===== src/core/sbcmo_pkg.sv =====
package sbcmo_pkg;
  // ==========================================================
  // Operating states
  typedef enum logic [2:0] {
    SBCMO_INIT     = 3'h0,
    SBCMO_NORMAL   = 3'h1,
    SBCMO_STOP     = 3'h2,
    SBCMO_SLEEP    = 3'h3,
    SBCMO_RESTART  = 3'h4,
    SBCMO_FAILSAFE = 3'h5
  } sbcmo_state_e;

  // ==========================================================
  // Codes of the operating-state select field
  localparam logic [1:0] SEL_NORMAL = 2'h0;
  localparam logic [1:0] SEL_SLEEP = 2'h1;
  localparam logic [1:0] SEL_STOP = 2'h2;
  localparam logic [1:0] SEL_SOFT_RESET = 2'h3;

  // ==========================================================
  // Serial frame layout: data[15:8], write[7], address[6:0]
  localparam int FRM_ADDR_LSB = 0;
  localparam int FRM_ADDR_MSB = 6;
  localparam int FRM_WR_BIT = 7;
  localparam int FRM_DATA_LSB = 8;
  localparam int FRM_DATA_MSB = 15;
  localparam int SEL_LSB = 6;
  localparam int SEL_MSB = 7;
  localparam logic [6:0] ADDR_MODE_CTRL = 7'h01;
  localparam logic [6:0] ADDR_WD_CTRL = 7'h02;
  localparam logic [6:0] ADDR_STATUS = 7'h40;
  localparam logic [5:0] MODE_LOW_ZERO = 6'h00;
  localparam logic [4:0] STAT_PAD_ZERO = 5'h00;
  localparam logic [15:0] RD_RESET = 16'h0000;

  // ==========================================================
  // Timing
  localparam int CLK_PERIOD_NS = 10;
  localparam int RESET_DELAY_US = 10;
  localparam int RESET_DELAY_CYC =
    (RESET_DELAY_US * 1000 + CLK_PERIOD_NS - 1) / CLK_PERIOD_NS;
  localparam int LONG_WIN_MS = 200;
  localparam int WD_PERIOD_MS = 20;
  localparam int LONG_WIN_CYC = LONG_WIN_MS * 100000;
  localparam int WD_PERIOD_CYC = WD_PERIOD_MS * 100000;
  localparam int RD_CNT_W = 16;
  localparam int WD_CNT_W = 32;
endpackage


===== src/core/sbcmo_ctl_if.sv =====
`timescale 1ns/1ns
`default_nettype none
// ==========================================================
// Control links between the mode machine and its helpers
interface sbcmo_ctl_if;
  logic in_init;
  logic wd_run;
  logic wd_kick;
  logic wd_reload;
  logic wd_fail;
  logic dev_mode;
  logic cfg_fail_safe;
  modport fsm (output in_init, wd_run, wd_kick, wd_reload,
               input wd_fail, dev_mode, cfg_fail_safe);
  modport wdg (input wd_run, wd_kick, wd_reload, dev_mode,
               output wd_fail);
  modport cfg (input in_init, output dev_mode, cfg_fail_safe);
endinterface
`default_nettype wire


===== src/core/sbcmo_watchdog_unit.sv =====
`timescale 1ns/1ns
`default_nettype none
// ==========================================================
// Watchdog counter with long open window after reload
module sbcmo_watchdog_unit #(
  parameter int LONG_WIN = sbcmo_pkg::LONG_WIN_CYC,
  parameter int PERIOD = sbcmo_pkg::WD_PERIOD_CYC
) (
  // Clock and reset
  input wire logic clk,
  input wire logic rst_b,
  // Control link
  sbcmo_ctl_if.wdg ctl
);
  typedef struct packed {
    logic [sbcmo_pkg::WD_CNT_W-1:0] cnt;
    logic fail;
  } sbcmo_wd_s;

  sbcmo_wd_s st_ff;
  sbcmo_wd_s nxt_st;

  // Countdown; development mode freezes it so no trigger is needed
  always_comb
  begin
    nxt_st = st_ff;
    nxt_st.fail = 1'b0;
    if (ctl.wd_reload)
    begin
      nxt_st.cnt = sbcmo_pkg::WD_CNT_W'(LONG_WIN);
    end
    else if (!ctl.wd_run || ctl.dev_mode)
    begin
      nxt_st.cnt = st_ff.cnt;
    end
    else if (ctl.wd_kick)
    begin
      nxt_st.cnt = sbcmo_pkg::WD_CNT_W'(PERIOD);
    end
    else if (st_ff.cnt == '0)
    begin
      nxt_st.fail = 1'b1;
      nxt_st.cnt = sbcmo_pkg::WD_CNT_W'(PERIOD);
    end
    else
    begin
      nxt_st.cnt = st_ff.cnt - 1'b1;
    end
  end

  // State register
  always_ff @(posedge clk or negedge rst_b)
  begin
    if (!rst_b)
    begin
      st_ff <= '{cnt: sbcmo_pkg::WD_CNT_W'(LONG_WIN), fail: 1'b0};
    end
    else
    begin
      st_ff <= nxt_st;
    end
  end

  assign ctl.wd_fail = st_ff.fail;
endmodule
`default_nettype wire


===== src/core/sbcmo_strap_sampler.sv =====
`timescale 1ns/1ns
`default_nettype none
// ==========================================================
// Captures debug strap and failure-behaviour strap during Init
module sbcmo_strap_sampler (
  // Clock and reset
  input wire logic clk,
  input wire logic rst_b,
  // Strap pins
  input wire logic debug_strap_n,
  input wire logic cfg_strap,
  // Control link
  sbcmo_ctl_if.cfg ctl
);
  typedef struct packed {
    logic dev_mode;
    logic fail_safe;
  } sbcmo_cfg_s;

  sbcmo_cfg_s st_ff;
  sbcmo_cfg_s nxt_st;

  // Track straps only in Init; last value is kept afterwards
  always_comb
  begin
    nxt_st = st_ff;
    if (ctl.in_init)
    begin
      nxt_st.dev_mode = ~debug_strap_n;
      nxt_st.fail_safe = ~cfg_strap;
    end
  end

  // Defaults: normal operation, failure leads to fail-safe
  always_ff @(posedge clk or negedge rst_b)
  begin
    if (!rst_b)
    begin
      st_ff <= '{dev_mode: 1'b0, fail_safe: 1'b1};
    end
    else
    begin
      st_ff <= nxt_st;
    end
  end

  assign ctl.dev_mode = st_ff.dev_mode;
  assign ctl.cfg_fail_safe = st_ff.fail_safe;
endmodule
`default_nettype wire


===== src/core/sbc_operating_mode_fsm.sv =====
// Notes on behaviour
// Six states only: Init, Normal, Stop, Sleep, Restart, Fail-Safe.
// Power-up and soft reset both lead into Init.
// Stop keeps the main regulator output on.
// Sleep turns the main regulator output off.
// Wake in Sleep/Fail-Safe or a failure enters Restart; MCU held in reset.
// Restart goes to Normal after reset delay once failure is gone.
// Critical failures enter Fail-Safe with main regulator off.
// Fail-Safe ends on wake, or when overtemperature has cleared if overtemperature was the cause.
// Development mode freezes the watchdog counter; all states reachable.
// Development mode only when debug strap is low during Init.
// Watchdog failure behaviour is picked by a sampled external strap.
// Configuration and status travel in 16-bit serial frames.
// Writing the state select field requests a state change.
// State select field clears in Restart, so it shows the current state.
// Any frame in Init, even illegal, moves to Normal; a soft-reset write keeps Init instead.
// Init starts a long watchdog window; missing trigger goes to Restart.
// Wake events in Init are ignored and dropped.
// Other failures in Normal or Stop go to Restart.
`timescale 1ns/1ns
`default_nettype none
module sbc_operating_mode_fsm #(
  parameter int WAKE_W = 3,
  parameter int LONG_WIN = sbcmo_pkg::LONG_WIN_CYC,
  parameter int WD_PERIOD = sbcmo_pkg::WD_PERIOD_CYC
) (
  // Clock and reset
  input wire logic clk,
  input wire logic rst_b,
  // Decoded serial frames from the microcontroller
  input wire logic spi_frame_valid,
  input wire logic [15:0] spi_frame,
  output logic [15:0] spi_rd_data,
  output logic spi_rd_valid,
  output logic spi_error,
  // Wake sources
  input wire logic can_wake,
  input wire logic lin_wake,
  input wire logic [WAKE_W-1:0] wake_inputs,
  // Failure sources
  input wire logic regulator_uv,
  input wire logic overtemp,
  // Straps
  input wire logic debug_strap_n,
  input wire logic cfg_strap,
  // Supply and reset control
  output logic main_regulator_output,
  output logic mcu_reset_b,
  // Status
  output logic [2:0] operating_state,
  output logic [1:0] operating_state_select,
  output logic dev_mode
);
  // ==========================================================
  // State record
  typedef struct packed {
    sbcmo_pkg::sbcmo_state_e state;
    logic [sbcmo_pkg::RD_CNT_W-1:0] rd_cnt;
    logic [1:0] sel;
    logic fs_by_ot;
    logic [15:0] rd_data;
    logic rd_valid;
    logic spi_err;
    logic reg_on;
    logic mcu_rst_b;
    logic in_init;
    logic wd_reload;
  } sbcmo_fsm_s;

  sbcmo_fsm_s st_ff;
  sbcmo_fsm_s nxt_st;
  sbcmo_ctl_if ctl ();

  // ==========================================================
  // Frame field helpers
  function automatic logic [6:0] frm_addr(input logic [15:0] f);
    frm_addr = f[sbcmo_pkg::FRM_ADDR_MSB:sbcmo_pkg::FRM_ADDR_LSB];
  endfunction

  function automatic logic frm_write_to(input logic [15:0] f,
                                        input logic [6:0] a);
    frm_write_to = f[sbcmo_pkg::FRM_WR_BIT] && (frm_addr(f) == a);
  endfunction

  // ==========================================================
  // Decoded events of this cycle
  logic any_wake;
  logic wr_mode;
  logic wr_wd;
  logic frm_legal;
  logic [1:0] req_sel;
  logic [7:0] frm_data;

  // Wake, frame and request decode
  always_comb
  begin
    any_wake = can_wake || lin_wake || (|wake_inputs);
    frm_data = spi_frame[sbcmo_pkg::FRM_DATA_MSB:sbcmo_pkg::FRM_DATA_LSB];
    req_sel = frm_data[sbcmo_pkg::SEL_MSB:sbcmo_pkg::SEL_LSB];
    wr_mode = spi_frame_valid &&
              frm_write_to(spi_frame, sbcmo_pkg::ADDR_MODE_CTRL);
    wr_wd = spi_frame_valid &&
            frm_write_to(spi_frame, sbcmo_pkg::ADDR_WD_CTRL);
    frm_legal = (frm_addr(spi_frame) == sbcmo_pkg::ADDR_MODE_CTRL) ||
                (frm_addr(spi_frame) == sbcmo_pkg::ADDR_WD_CTRL) ||
                (frm_addr(spi_frame) == sbcmo_pkg::ADDR_STATUS &&
                 !spi_frame[sbcmo_pkg::FRM_WR_BIT]);
  end

  // ==========================================================
  // Next-state logic
  always_comb
  begin
    nxt_st = st_ff;
    nxt_st.rd_valid = 1'b0;
    nxt_st.wd_reload = 1'b0;

    // Frame answer: read-back of the addressed register
    if (spi_frame_valid)
    begin
      nxt_st.rd_valid = 1'b1;
      nxt_st.spi_err = !frm_legal;
      case (frm_addr(spi_frame))
        sbcmo_pkg::ADDR_MODE_CTRL:
          nxt_st.rd_data = {st_ff.sel, sbcmo_pkg::MODE_LOW_ZERO,
                            8'h00};
        sbcmo_pkg::ADDR_STATUS:
          nxt_st.rd_data = {sbcmo_pkg::STAT_PAD_ZERO, st_ff.state,
                            ctl.dev_mode, ctl.cfg_fail_safe,
                            regulator_uv, overtemp, 4'h0};
        default:
          nxt_st.rd_data = sbcmo_pkg::RD_RESET;
      endcase
    end

    case (st_ff.state)
      // Waiting for the first frame; wakes are simply not looked at
      sbcmo_pkg::SBCMO_INIT:
      begin
        if (ctl.wd_fail || regulator_uv)
        begin
          nxt_st.state = sbcmo_pkg::SBCMO_RESTART;
        end
        else if (wr_mode && req_sel == sbcmo_pkg::SEL_SOFT_RESET)
        begin
          nxt_st.state = sbcmo_pkg::SBCMO_INIT;
          nxt_st.wd_reload = 1'b1;
        end
        else if (spi_frame_valid)
        begin
          nxt_st.state = sbcmo_pkg::SBCMO_NORMAL;
        end
      end

      // Normal and Stop share their failure handling
      sbcmo_pkg::SBCMO_NORMAL,
      sbcmo_pkg::SBCMO_STOP:
      begin
        if (overtemp)
        begin
          nxt_st.state = sbcmo_pkg::SBCMO_FAILSAFE;
          nxt_st.fs_by_ot = 1'b1;
        end
        else if (ctl.wd_fail && ctl.cfg_fail_safe)
        begin
          nxt_st.state = sbcmo_pkg::SBCMO_FAILSAFE;
          nxt_st.fs_by_ot = 1'b0;
        end
        else if (ctl.wd_fail || regulator_uv)
        begin
          nxt_st.state = sbcmo_pkg::SBCMO_RESTART;
        end
        else if (wr_mode)
        begin
          nxt_st.sel = req_sel;
          case (req_sel)
            sbcmo_pkg::SEL_SLEEP:
              nxt_st.state = sbcmo_pkg::SBCMO_SLEEP;
            sbcmo_pkg::SEL_STOP:
              nxt_st.state = sbcmo_pkg::SBCMO_STOP;
            sbcmo_pkg::SEL_SOFT_RESET:
            begin
              nxt_st.state = sbcmo_pkg::SBCMO_INIT;
              nxt_st.sel = sbcmo_pkg::SEL_NORMAL;
              nxt_st.wd_reload = 1'b1;
            end
            default:
              nxt_st.state = sbcmo_pkg::SBCMO_NORMAL;
          endcase
        end
      end

      // Regulator off; only a wake or overheating ends it
      sbcmo_pkg::SBCMO_SLEEP:
      begin
        if (overtemp)
        begin
          nxt_st.state = sbcmo_pkg::SBCMO_FAILSAFE;
          nxt_st.fs_by_ot = 1'b1;
        end
        else if (any_wake)
        begin
          nxt_st.state = sbcmo_pkg::SBCMO_RESTART;
        end
      end

      // Microcontroller held in reset until delay runs out
      sbcmo_pkg::SBCMO_RESTART:
      begin
        nxt_st.sel = sbcmo_pkg::SEL_NORMAL;
        nxt_st.wd_reload = 1'b1;
        if (overtemp)
        begin
          nxt_st.state = sbcmo_pkg::SBCMO_FAILSAFE;
          nxt_st.fs_by_ot = 1'b1;
        end
        else if (regulator_uv)
        begin
          nxt_st.rd_cnt =
            sbcmo_pkg::RD_CNT_W'(sbcmo_pkg::RESET_DELAY_CYC - 1);
        end
        else if (st_ff.rd_cnt == '0)
        begin
          nxt_st.state = sbcmo_pkg::SBCMO_NORMAL;
        end
        else
        begin
          nxt_st.rd_cnt = st_ff.rd_cnt - 1'b1;
        end
      end

      // Safe state until a wake; overheating exit only if it was the cause
      sbcmo_pkg::SBCMO_FAILSAFE:
      begin
        if (any_wake || (st_ff.fs_by_ot && !overtemp))
        begin
          nxt_st.state = sbcmo_pkg::SBCMO_RESTART;
          nxt_st.fs_by_ot = 1'b0;
        end
      end

      default:
        nxt_st.state = sbcmo_pkg::SBCMO_INIT;
    endcase

    // Restart delay always starts full on entry
    if (nxt_st.state == sbcmo_pkg::SBCMO_RESTART &&
        st_ff.state != sbcmo_pkg::SBCMO_RESTART)
    begin
      nxt_st.rd_cnt =
        sbcmo_pkg::RD_CNT_W'(sbcmo_pkg::RESET_DELAY_CYC - 1);
    end

    // Registered pin levels follow the next state
    case (nxt_st.state)
      sbcmo_pkg::SBCMO_SLEEP:
        nxt_st.reg_on = 1'b0;
      sbcmo_pkg::SBCMO_FAILSAFE:
        nxt_st.reg_on = 1'b0;
      sbcmo_pkg::SBCMO_STOP:
        nxt_st.reg_on = 1'b1;
      default:
        nxt_st.reg_on = 1'b1;
    endcase
    nxt_st.mcu_rst_b =
      (nxt_st.state != sbcmo_pkg::SBCMO_RESTART) &&
      (nxt_st.state != sbcmo_pkg::SBCMO_FAILSAFE);
    nxt_st.in_init = (nxt_st.state == sbcmo_pkg::SBCMO_INIT);
  end

  // ==========================================================
  // State register; power-up lands in Init
  always_ff @(posedge clk or negedge rst_b)
  begin
    if (!rst_b)
    begin
      st_ff <= '{state: sbcmo_pkg::SBCMO_INIT,
                 rd_cnt: '0,
                 sel: sbcmo_pkg::SEL_NORMAL,
                 fs_by_ot: 1'b0,
                 rd_data: sbcmo_pkg::RD_RESET,
                 rd_valid: 1'b0,
                 spi_err: 1'b0,
                 reg_on: 1'b1,
                 mcu_rst_b: 1'b1,
                 in_init: 1'b1,
                 wd_reload: 1'b0};
    end
    else
    begin
      st_ff <= nxt_st;
    end
  end

  // ==========================================================
  // Helper links; watchdog idle while regulator is off or in reset
  assign ctl.in_init = st_ff.in_init;
  assign ctl.wd_reload = st_ff.wd_reload;
  assign ctl.wd_kick = wr_wd;
  assign ctl.wd_run = (st_ff.state == sbcmo_pkg::SBCMO_INIT) ||
                      (st_ff.state == sbcmo_pkg::SBCMO_NORMAL) ||
                      (st_ff.state == sbcmo_pkg::SBCMO_STOP);

  // Watchdog counter
  sbcmo_watchdog_unit #(
    .LONG_WIN(LONG_WIN),
    .PERIOD(WD_PERIOD)
  ) u_wdg (
    .clk(clk),
    .rst_b(rst_b),
    .ctl(ctl.wdg)
  );

  // Strap capture
  sbcmo_strap_sampler u_cfg (
    .clk(clk),
    .rst_b(rst_b),
    .debug_strap_n(debug_strap_n),
    .cfg_strap(cfg_strap),
    .ctl(ctl.cfg)
  );

  // ==========================================================
  // Outputs, all from flip-flops
  assign spi_rd_data = st_ff.rd_data;
  assign spi_rd_valid = st_ff.rd_valid;
  assign spi_error = st_ff.spi_err;
  assign main_regulator_output = st_ff.reg_on;
  assign mcu_reset_b = st_ff.mcu_rst_b;
  assign operating_state = st_ff.state;
  assign operating_state_select = st_ff.sel;
  assign dev_mode = ctl.dev_mode;
endmodule
`default_nettype wire


===== config.mk =====
export PLATFORM = sky130hd
export DESIGN_NAME = sbc_operating_mode_fsm
export DESIGN_NICKNAME = d
export VERILOG_FILES = /design/src/core/sbcmo_pkg.sv /design/src/core/sbcmo_ctl_if.sv /design/src/core/sbcmo_watchdog_unit.sv /design/src/core/sbcmo_strap_sampler.sv /design/src/core/sbc_operating_mode_fsm.sv
export SDC_FILE = /design/constraint.sdc
export NUM_CORES = 1
export LEC_CHECK = 0
export BUFFER_PORTS_ARGS = -buffer_cell sky130_fd_sc_hd__buf_2
export CAP_MARGIN = 25
export CORE_UTILIZATION = 50
export DETAILED_ROUTE_END_ITERATION = 16
export PLACE_DENSITY = 0.7
export SETUP_SLACK_MARGIN = 0.15
export SKIP_CTS_REPAIR_TIMING = 1
export SYNTH_ARGS = -nofsm -noshare
export SYNTH_HDL_FRONTEND = slang
export SYNTH_SLANG_ARGS = --single-unit

===== constraint.sdc =====
create_clock -name clk -period 3.68 [get_ports clk]
set_input_delay 0.736 -clock clk [delete_from_list [all_inputs] [get_ports clk]]
set_output_delay 0.736 -clock clk [all_outputs]
set_load 0.01 [all_outputs]

==> summary.md, run 1 <==
| Metric | Value |
|---|---|
| Die Span Y | `95.3 µm` |
| Initial antenna violation count | `0` |
| CP Class | `flip-flop to flip-flop` |
| Clock buffer depth | `2` |
| Share of the synthesized area in the top cell type | `0.345` |
| First-pass GRT wire length | `16000 µm` |
| Combinational family with the most area after synthesis | `simple AND/OR/NAND/NOR gates` |
| Fraction of layout instances using a drive strength above 1 | `0.195` |
| PwrDens | `521 nW/µm²` |
| CTS buffer count | `9` |
| Final Wtd Congestion | `0.833` |
| R2R setup slack | `1.01 ns` |
| Worst IR Drop VDD | `219 µV` |
| Status | `finished clean` |
| Post-synth top area cell | `dfrtp_1` |
| Skew-Pair Late Insertion Delay | `0.35 ns` |
| First-pass iteration count of the detailed router | `4` |
| Largest net degree at the start of global routing | `28` |
| Starting Density | `0.522` |
| Die area | `9080 µm²` |
| Routed WL per cell | `16.0 µm` |
| Avg Inst Size Synth | `9.26 µm²` |
| GRT overflow | `0` |
| Reg2reg start | `u_wdg.st_ff[5]$_DFFE_PN0P_` |
| CTS tree | `built` |
| Total GRT Usage | `0.228` |
| Vias per cell | `6.07` |
| Final Max Slew Viols | `0` |
| Worst slew pin tran | `0.748 ns` |
| Crit. Startpoint | `u_wdg.st_ff[5]$_DFFE_PN0P_` |
| Max transition margin | `0.499` |
| Async S/R FF share, synth | `1.00` |
| # diodes | `0` |
| I/O Buffers | `40` |
| CP max FO | `15` |
| Static Leakage | `0.00192 µW` |
| Cell area after layout | `4680 µm²` |
| Critical Path Start Type | `flip-flop` |
| WP data required | `3.95 ns` |
| Adder-cell area share of the yosys netlist | `0.0201` |
| Endpoints failing setup | `0` |
| Post-synth EDFFs | `0` |
| Library cells used by synthesis | `69` |
| DIE WIDTH | `95.3 µm` |
| Routed Antenna Nets | `0` |
| Count leader, synth | `dfrtp_1` |
| Via Count | `3631` |
| R2R cell count | `5` |
| Syn. warnings | `0` |
| Min Hold Slack | `0.387 ns` |
| Nets | `524` |
| Post-Syn Instances | `470` |
| Hold Crit Class | `input port to async pin` |
| Clock H-tree levels | `3` |
| Reg clk slew, reported paths | `0.07 ns` |
| Final Skew | `0.00866 ns` |
| Post-synthesis mux area share | `0.0118` |
| Post-synthesis sequential area ratio | `0.417` |
| TNS Setup | `0 ns` |
| Sinks on Clock Net | `72` |
| Max Cap Viol | `0` |
| Residual DRC | `0` |
| Minimum clock period | `2.67 ns` |
| Row count | `33` |
| Root buffer cell | `clkbuf_8` |
| Detail Placement HPWL | `6790 µm` |
| Core Region | `8340 µm²` |
| IO Count | `54` |
| Area growth syn-to-layout | `7.56%` |
| Vias in the first global route | `3355` |
| Synth Area in Simple Gates | `0.270` |
| Unrepaired setup endpoints after global routing | `false` |
| Seq cells post-synth | `72` |
| Synth area leaders | `dfrtp_1, dfstp_2, xnor2_1` |
| Xor and xnor area share after synthesis | `0.0503` |
| Top cells by count, synth | `dfrtp_1, nor2_1, nor3_1` |
| Placed Instance Area | `4510 µm²` |
| Cell Area, Synth | `4350 µm²` |
| Fin crit share | `0.725` |
| Critical Path AT | `2.94 ns` |
| Max frequency | `375 MHz` |
| Post-Route WL | `9570 µm` |
| Worst R2R End | `u_wdg.st_ff[12]$_DFFE_PN1P_` |
| CP endpoint kind | `flip-flop` |
| Final hold vios | `0` |
| DRT iter0 DRCs | `194` |
| Main synth FF type | `dfrtp_1` |
| Synth Area in Compound Gates | `0.154` |
where the power goes:
group	total [µW]	internal [µW]	switching [µW]
sequential	1050	892	159
clock	575	276	299
combinational	812	311	500
total	2440	1480	959
critical path, cell delays in order (launching register included):
cell,delay (ns)
dfrtp_1,0.44
nor4_4,0.52
nand3_4,0.25
o41ai_4,0.80
nor2_1,0.20
a221o_1,0.39
worst max-delay path by stage:
stage | to | slack [ns] | cells past startpoint
floorplan | st_ff[28]$_DFFE_PN0P_ | 1.29 | 7
global placement | u_wdg.st_ff[3]$_DFFE_PN0P_ | 0.96 | 8
detailed placement | u_wdg.st_ff[7]$_DFFE_PN0P_ | 0.92 | 8
CTS | u_wdg.st_ff[12]$_DFFE_PN1P_ | 1.01 | 5
global route | u_wdg.st_ff[14]$_DFFE_PN1P_ | 0.83 | 5
finish | u_wdg.st_ff[12]$_DFFE_PN1P_ | 1.01 | 5
area by class of cell:
cell class	instances	area, µm²
fillers	781	3660
multi-input cells	340	2230
flip-flops and latches	72	1820
repair buffers	49	268
clock buffers	12	155
well taps	105	131
inverters	17	63.8
clock inverters	3	17.5
kinds of logic (layout without fill, tap and decap cells):
family          count (synthesis)  count (layout)
compound gates                 95              95
buf+inv                        64              81
fa+ha+maj                       7               7
simple gates                  201             201
mux                             5               5
other cells                     1               7
xor+xnor                       25              25
flops                          72              72
registers in the layout, summed over array words and instances (netlist names):
name / flops
ctl.in_init: 1
ctl.wd_reload: 1
main_regulator_output: 1
mcu_reset_b: 1
operating_state: 3
operating_state_select: 2
spi_error: 1
spi_rd_data: 9
spi_rd_valid: 1
st_ff: 17
u_cfg.ctl.cfg_fail_safe: 1
u_cfg.ctl.dev_mode: 1
u_wdg.ctl.wd_fail: 1
u_wdg.st_ff: 32
layer usage:
metal / global-route usage / share of wire / up-vias
li1: - / - / 1750
met1: 0.321 / 0.49 / 1804
met2: 0.353 / 0.46 / 66
met3: 0.0335 / 0.033 / 11
met4: 0.0884 / 0.013 / 0
met5: 0 / 0 / -
layout by cell type, fill, tap and decap left out, drive strengths merged, types with 10 or more instances in the layout:
cell type / instances
nand2: 14
nor3: 30
nand3: 18
a21oi: 17
nor2: 51
xnor2: 22
dfrtp: 60
nor4: 26
buf: 49
dfstp: 12
or4: 13
a22o: 10
inv: 16
o21ai: 24
clkbuf: 12
through the flow:
stage / total power [µW] / utilization / std cells / worst slack (ns)
final: 2440 / 0.561 / 598 / 1.01
after global routing: 2610 / 0.561 / 598 / 0.827
after CTS: 2450 / 0.561 / 598 / 1.01
after detailed placement: 1870 / 0.541 / 583 / 0.916
after global placement: 1860 / 0.541 / 583 / 0.965
after floorplan: 1650 / - / 476 / 1.29
Power figures use the tool's default switching activity.
==> run 2, diff against run 1 <==
--- a/config.mk
+++ b/config.mk
@@ -9,7 +9,7 @@
 export CAP_MARGIN = 25
 export CORE_UTILIZATION = 50
 export DETAILED_ROUTE_END_ITERATION = 16
-export PLACE_DENSITY = 0.7
+export PLACE_DENSITY = 0.73
 export SETUP_SLACK_MARGIN = 0.15
 export SKIP_CTS_REPAIR_TIMING = 1
 export SYNTH_ARGS = -nofsm -noshare
==> constraint.sdc (replaced) <==
create_clock -name clk -period 2.25 [get_ports clk]
set_input_delay 0.45 -clock clk [delete_from_list [all_inputs] [get_ports clk]]
set_output_delay 0.45 -clock clk [all_outputs]
set_load 0.01 [all_outputs]
==> summary.md, run 2 (synthesis results as in run 1) <==
| Metric | Value |
|---|---|
| Status | `finished clean` |
| CTS tree | `built` |
| Residual DRC | `0 (unchanged)` |
| Unrepaired setup endpoints after global routing | `true` |
| Worst IR Drop VDD | `407 µV (+86%)` |
| Critical Path AT | `2.47 ns (-0.47 ns)` |
| Endpoints failing setup | `0 (unchanged)` |
| Row count | `33 (unchanged)` |
| Critical Path Start Type | `flip-flop` |
| Reg clk slew, reported paths | `0.09 ns (+0.02 ns)` |
| Power consumption | `5040 µW (+110%)` |
| Hold Crit Class | `input port to async pin` |
| Largest net degree at the start of global routing | `54 (+93%)` |
| CP endpoint kind | `flip-flop` |
| Vias per cell | `6.14 (+1.1%)` |
| First-pass GRT wire length | `16500 µm (+2.9%)` |
| Worst slew pin tran | `0.754 ns (+0.00528 ns)` |
| Commonest non-fill, non-tap cells in the layout | `buf_4, dfrtp_1, buf_2, nor2_1, nor3_1` |
| Most common cell after layout, fill and taps aside | `buf_4` |
| PwrDens | `895 nW/µm² (+72%)` |
| Final Skew | `0.0174 ns (+0.00873 ns)` |
| DRT iter0 DRCs | `268 (+38%)` |
| Sinks on Clock Net | `72 (unchanged)` |
| Initial antenna violation count | `0 (unchanged)` |
| WP data required | `2.50 ns (-1.45 ns)` |
| First-pass iteration count of the detailed router | `5 (+1)` |
| Max FFs per register | `32 (unchanged)` |
| Die Span Y | `95.3 µm (unchanged)` |
| Crit. Startpoint | `u_wdg.st_ff[29]$_DFFE_PN0P_` |
| Clock buffer depth | `2 (unchanged)` |
| Minimum clock period | `2.22 ns (-0.449 ns)` |
| Biggest register | `u_wdg.st_ff` |
| Final Max Slew Viols | `0 (unchanged)` |
| Final hold vios | `0 (unchanged)` |
| Area growth syn-to-layout | `29.3%` |
| Total GRT Usage | `0.235 (+0.00718)` |
| Worst path cell trace | `or2_1 > or4b_4 > o41ai_4 > buf_4 > buf_6 > o21ai_2 > a211oi_2` |
| Max frequency | `451 MHz (+20%)` |
| Static Leakage | `0.00231 µW (+20%)` |
| Fraction of layout instances using a drive strength above 1 | `0.399 (+0.205)` |
| Via Count | `4059 (+12%)` |
| Post-route insts no fill | `661 (+11%)` |
| DIE WIDTH | `95.3 µm (unchanged)` |
| # diodes | `0 (unchanged)` |
| I/O Buffers | `40 (unchanged)` |
| Vias in the first global route | `3522 (+5.0%)` |
| Max incr delay on CP | `0.53 ns (-0.27 ns)` |
| TNS Setup | `0 ns (unchanged)` |
| CP max FO | `4 (-11)` |
| Fin crit share | `0.986 (+0.261)` |
| Die area | `9080 µm² (unchanged)` |
| Post-Route WL | `11200 µm (+17%)` |
| Nets | `586 (+12%)` |
| CTS buffer count | `9 (unchanged)` |
| Detail Placement HPWL | `7230 µm (+6.4%)` |
| Max transition margin | `0.497 (-0.00236)` |
| Skew-Pair Late Insertion Delay | `0.35 ns (about the same)` |
| CP max stage cell | `or4b_4` |
| Reg2reg start | `u_wdg.st_ff[29]$_DFFE_PN0P_` |
| Starting Density | `0.522 (unchanged)` |
| GRT overflow | `0 (unchanged)` |
| Max Cap Viol | `0 (unchanged)` |
| Clock H-tree levels | `3 (unchanged)` |
| Routed Antenna Nets | `0 (unchanged)` |
| CP Class | `flip-flop to flip-flop` |
| Routed WL per cell | `16.9 µm (+5.6%)` |
| IO Count | `54 (unchanged)` |
| Inst Count DP | `615 (+5.5%)` |
| Core Region | `8340 µm² (unchanged)` |
| Final Wtd Congestion | `0.866 (+4.0%)` |
| Root buffer cell | `clkbuf_8` |
==> run 2: cell count changes in the layout (fill, tap and decap cells not counted), moves of 5 or more <==
cell | previous run | this run
o21ai_0 | 22 | 12
nor2_4 | 0 | 11
nor2_2 | 0 | 5
nor2_1 | 51 | 35
buf_4 | 9 | 62
dfrtp_2 | 0 | 6
buf_6 | 0 | 5
o21ai_2 | 0 | 6
dfrtp_1 | 60 | 54
nor4_1 | 20 | 14
==> run 2: worst max-delay path: cells and delay by family (launching register included) <==
family	cells	cell delay, ns
buffers and inverters	2	0.33
AND/OR/NAND/NOR	2	0.79
flip-flops	1	0.40
AO/OA/AOI/OAI	3	0.59
==> run 2: metal layers <==
| metal | track usage | share of wire | vias to the layer above | wire length, µm |
|---|---|---|---|---|
| li1 | - | - | 1882 | - |
| met1 | 0.327 | 0.44 | 1980 | 4920 |
| met2 | 0.365 | 0.47 | 172 | 5290 |
| met3 | 0.0447 | 0.067 | 25 | 747 |
| met4 | 0.0833 | 0.019 | 0 | 211 |
| met5 | 0 | 0 | - | 0 |
==> run 2: worst paths after layout <==
kind / to / slack, ns / depth (start not counted)
worst max-delay path: u_wdg.st_ff[16]$_DFFE_PN0P_ / 0.03 / 7
min in group clk: u_cfg.ctl.cfg_fail_safe$_DFFE_PN1P_ / 0.22 / 2
max in group asynchronous: u_wdg.st_ff[21]$_DFFE_PN1P_ / 1.50 / 2
worst min-delay path: spi_rd_data[15]$_DFFE_PN0P_ / 0.05 / 1
worst min register to register: spi_error$_DFFE_PN0P_ / 0.49 / 1
worst max register to register: u_wdg.st_ff[16]$_DFFE_PN0P_ / 0.03 / 7
==> run 2: where the power goes <==
part	switching (µW)	leakage (µW)	internal (µW)
logic	1260	0.00130	883
clock network	517	0.000120	736
registers	176	0.000890	1470
==> run 2: layout make-up <==
class | instances | area [µm²]
clock inverters | 6 | 109
multi-input cells | 340 | 2590
repair buffers | 111 | 782
fillers | 624 | 2710
inverters | 17 | 63.8
clock buffers | 10 | 128
flip-flops and latches | 72 | 1820
well taps | 105 | 131
==> run 2: through the flow <==
step / hold slack [ns] / area [µm²] / util / worst slack, ns
finish: 0.0476 / 5630 / 0.675 / 0.0321
floorplan: 0.154 / 4390 / - / 0.126
global placement: 0.431 / 4780 / 0.573 / 0.0365
global route: 0.0771 / 5630 / 0.675 / -0.0190
CTS: 0.0588 / 5020 / 0.601 / 0.00803
detailed placement: 0.436 / 4780 / 0.573 / -0.00479
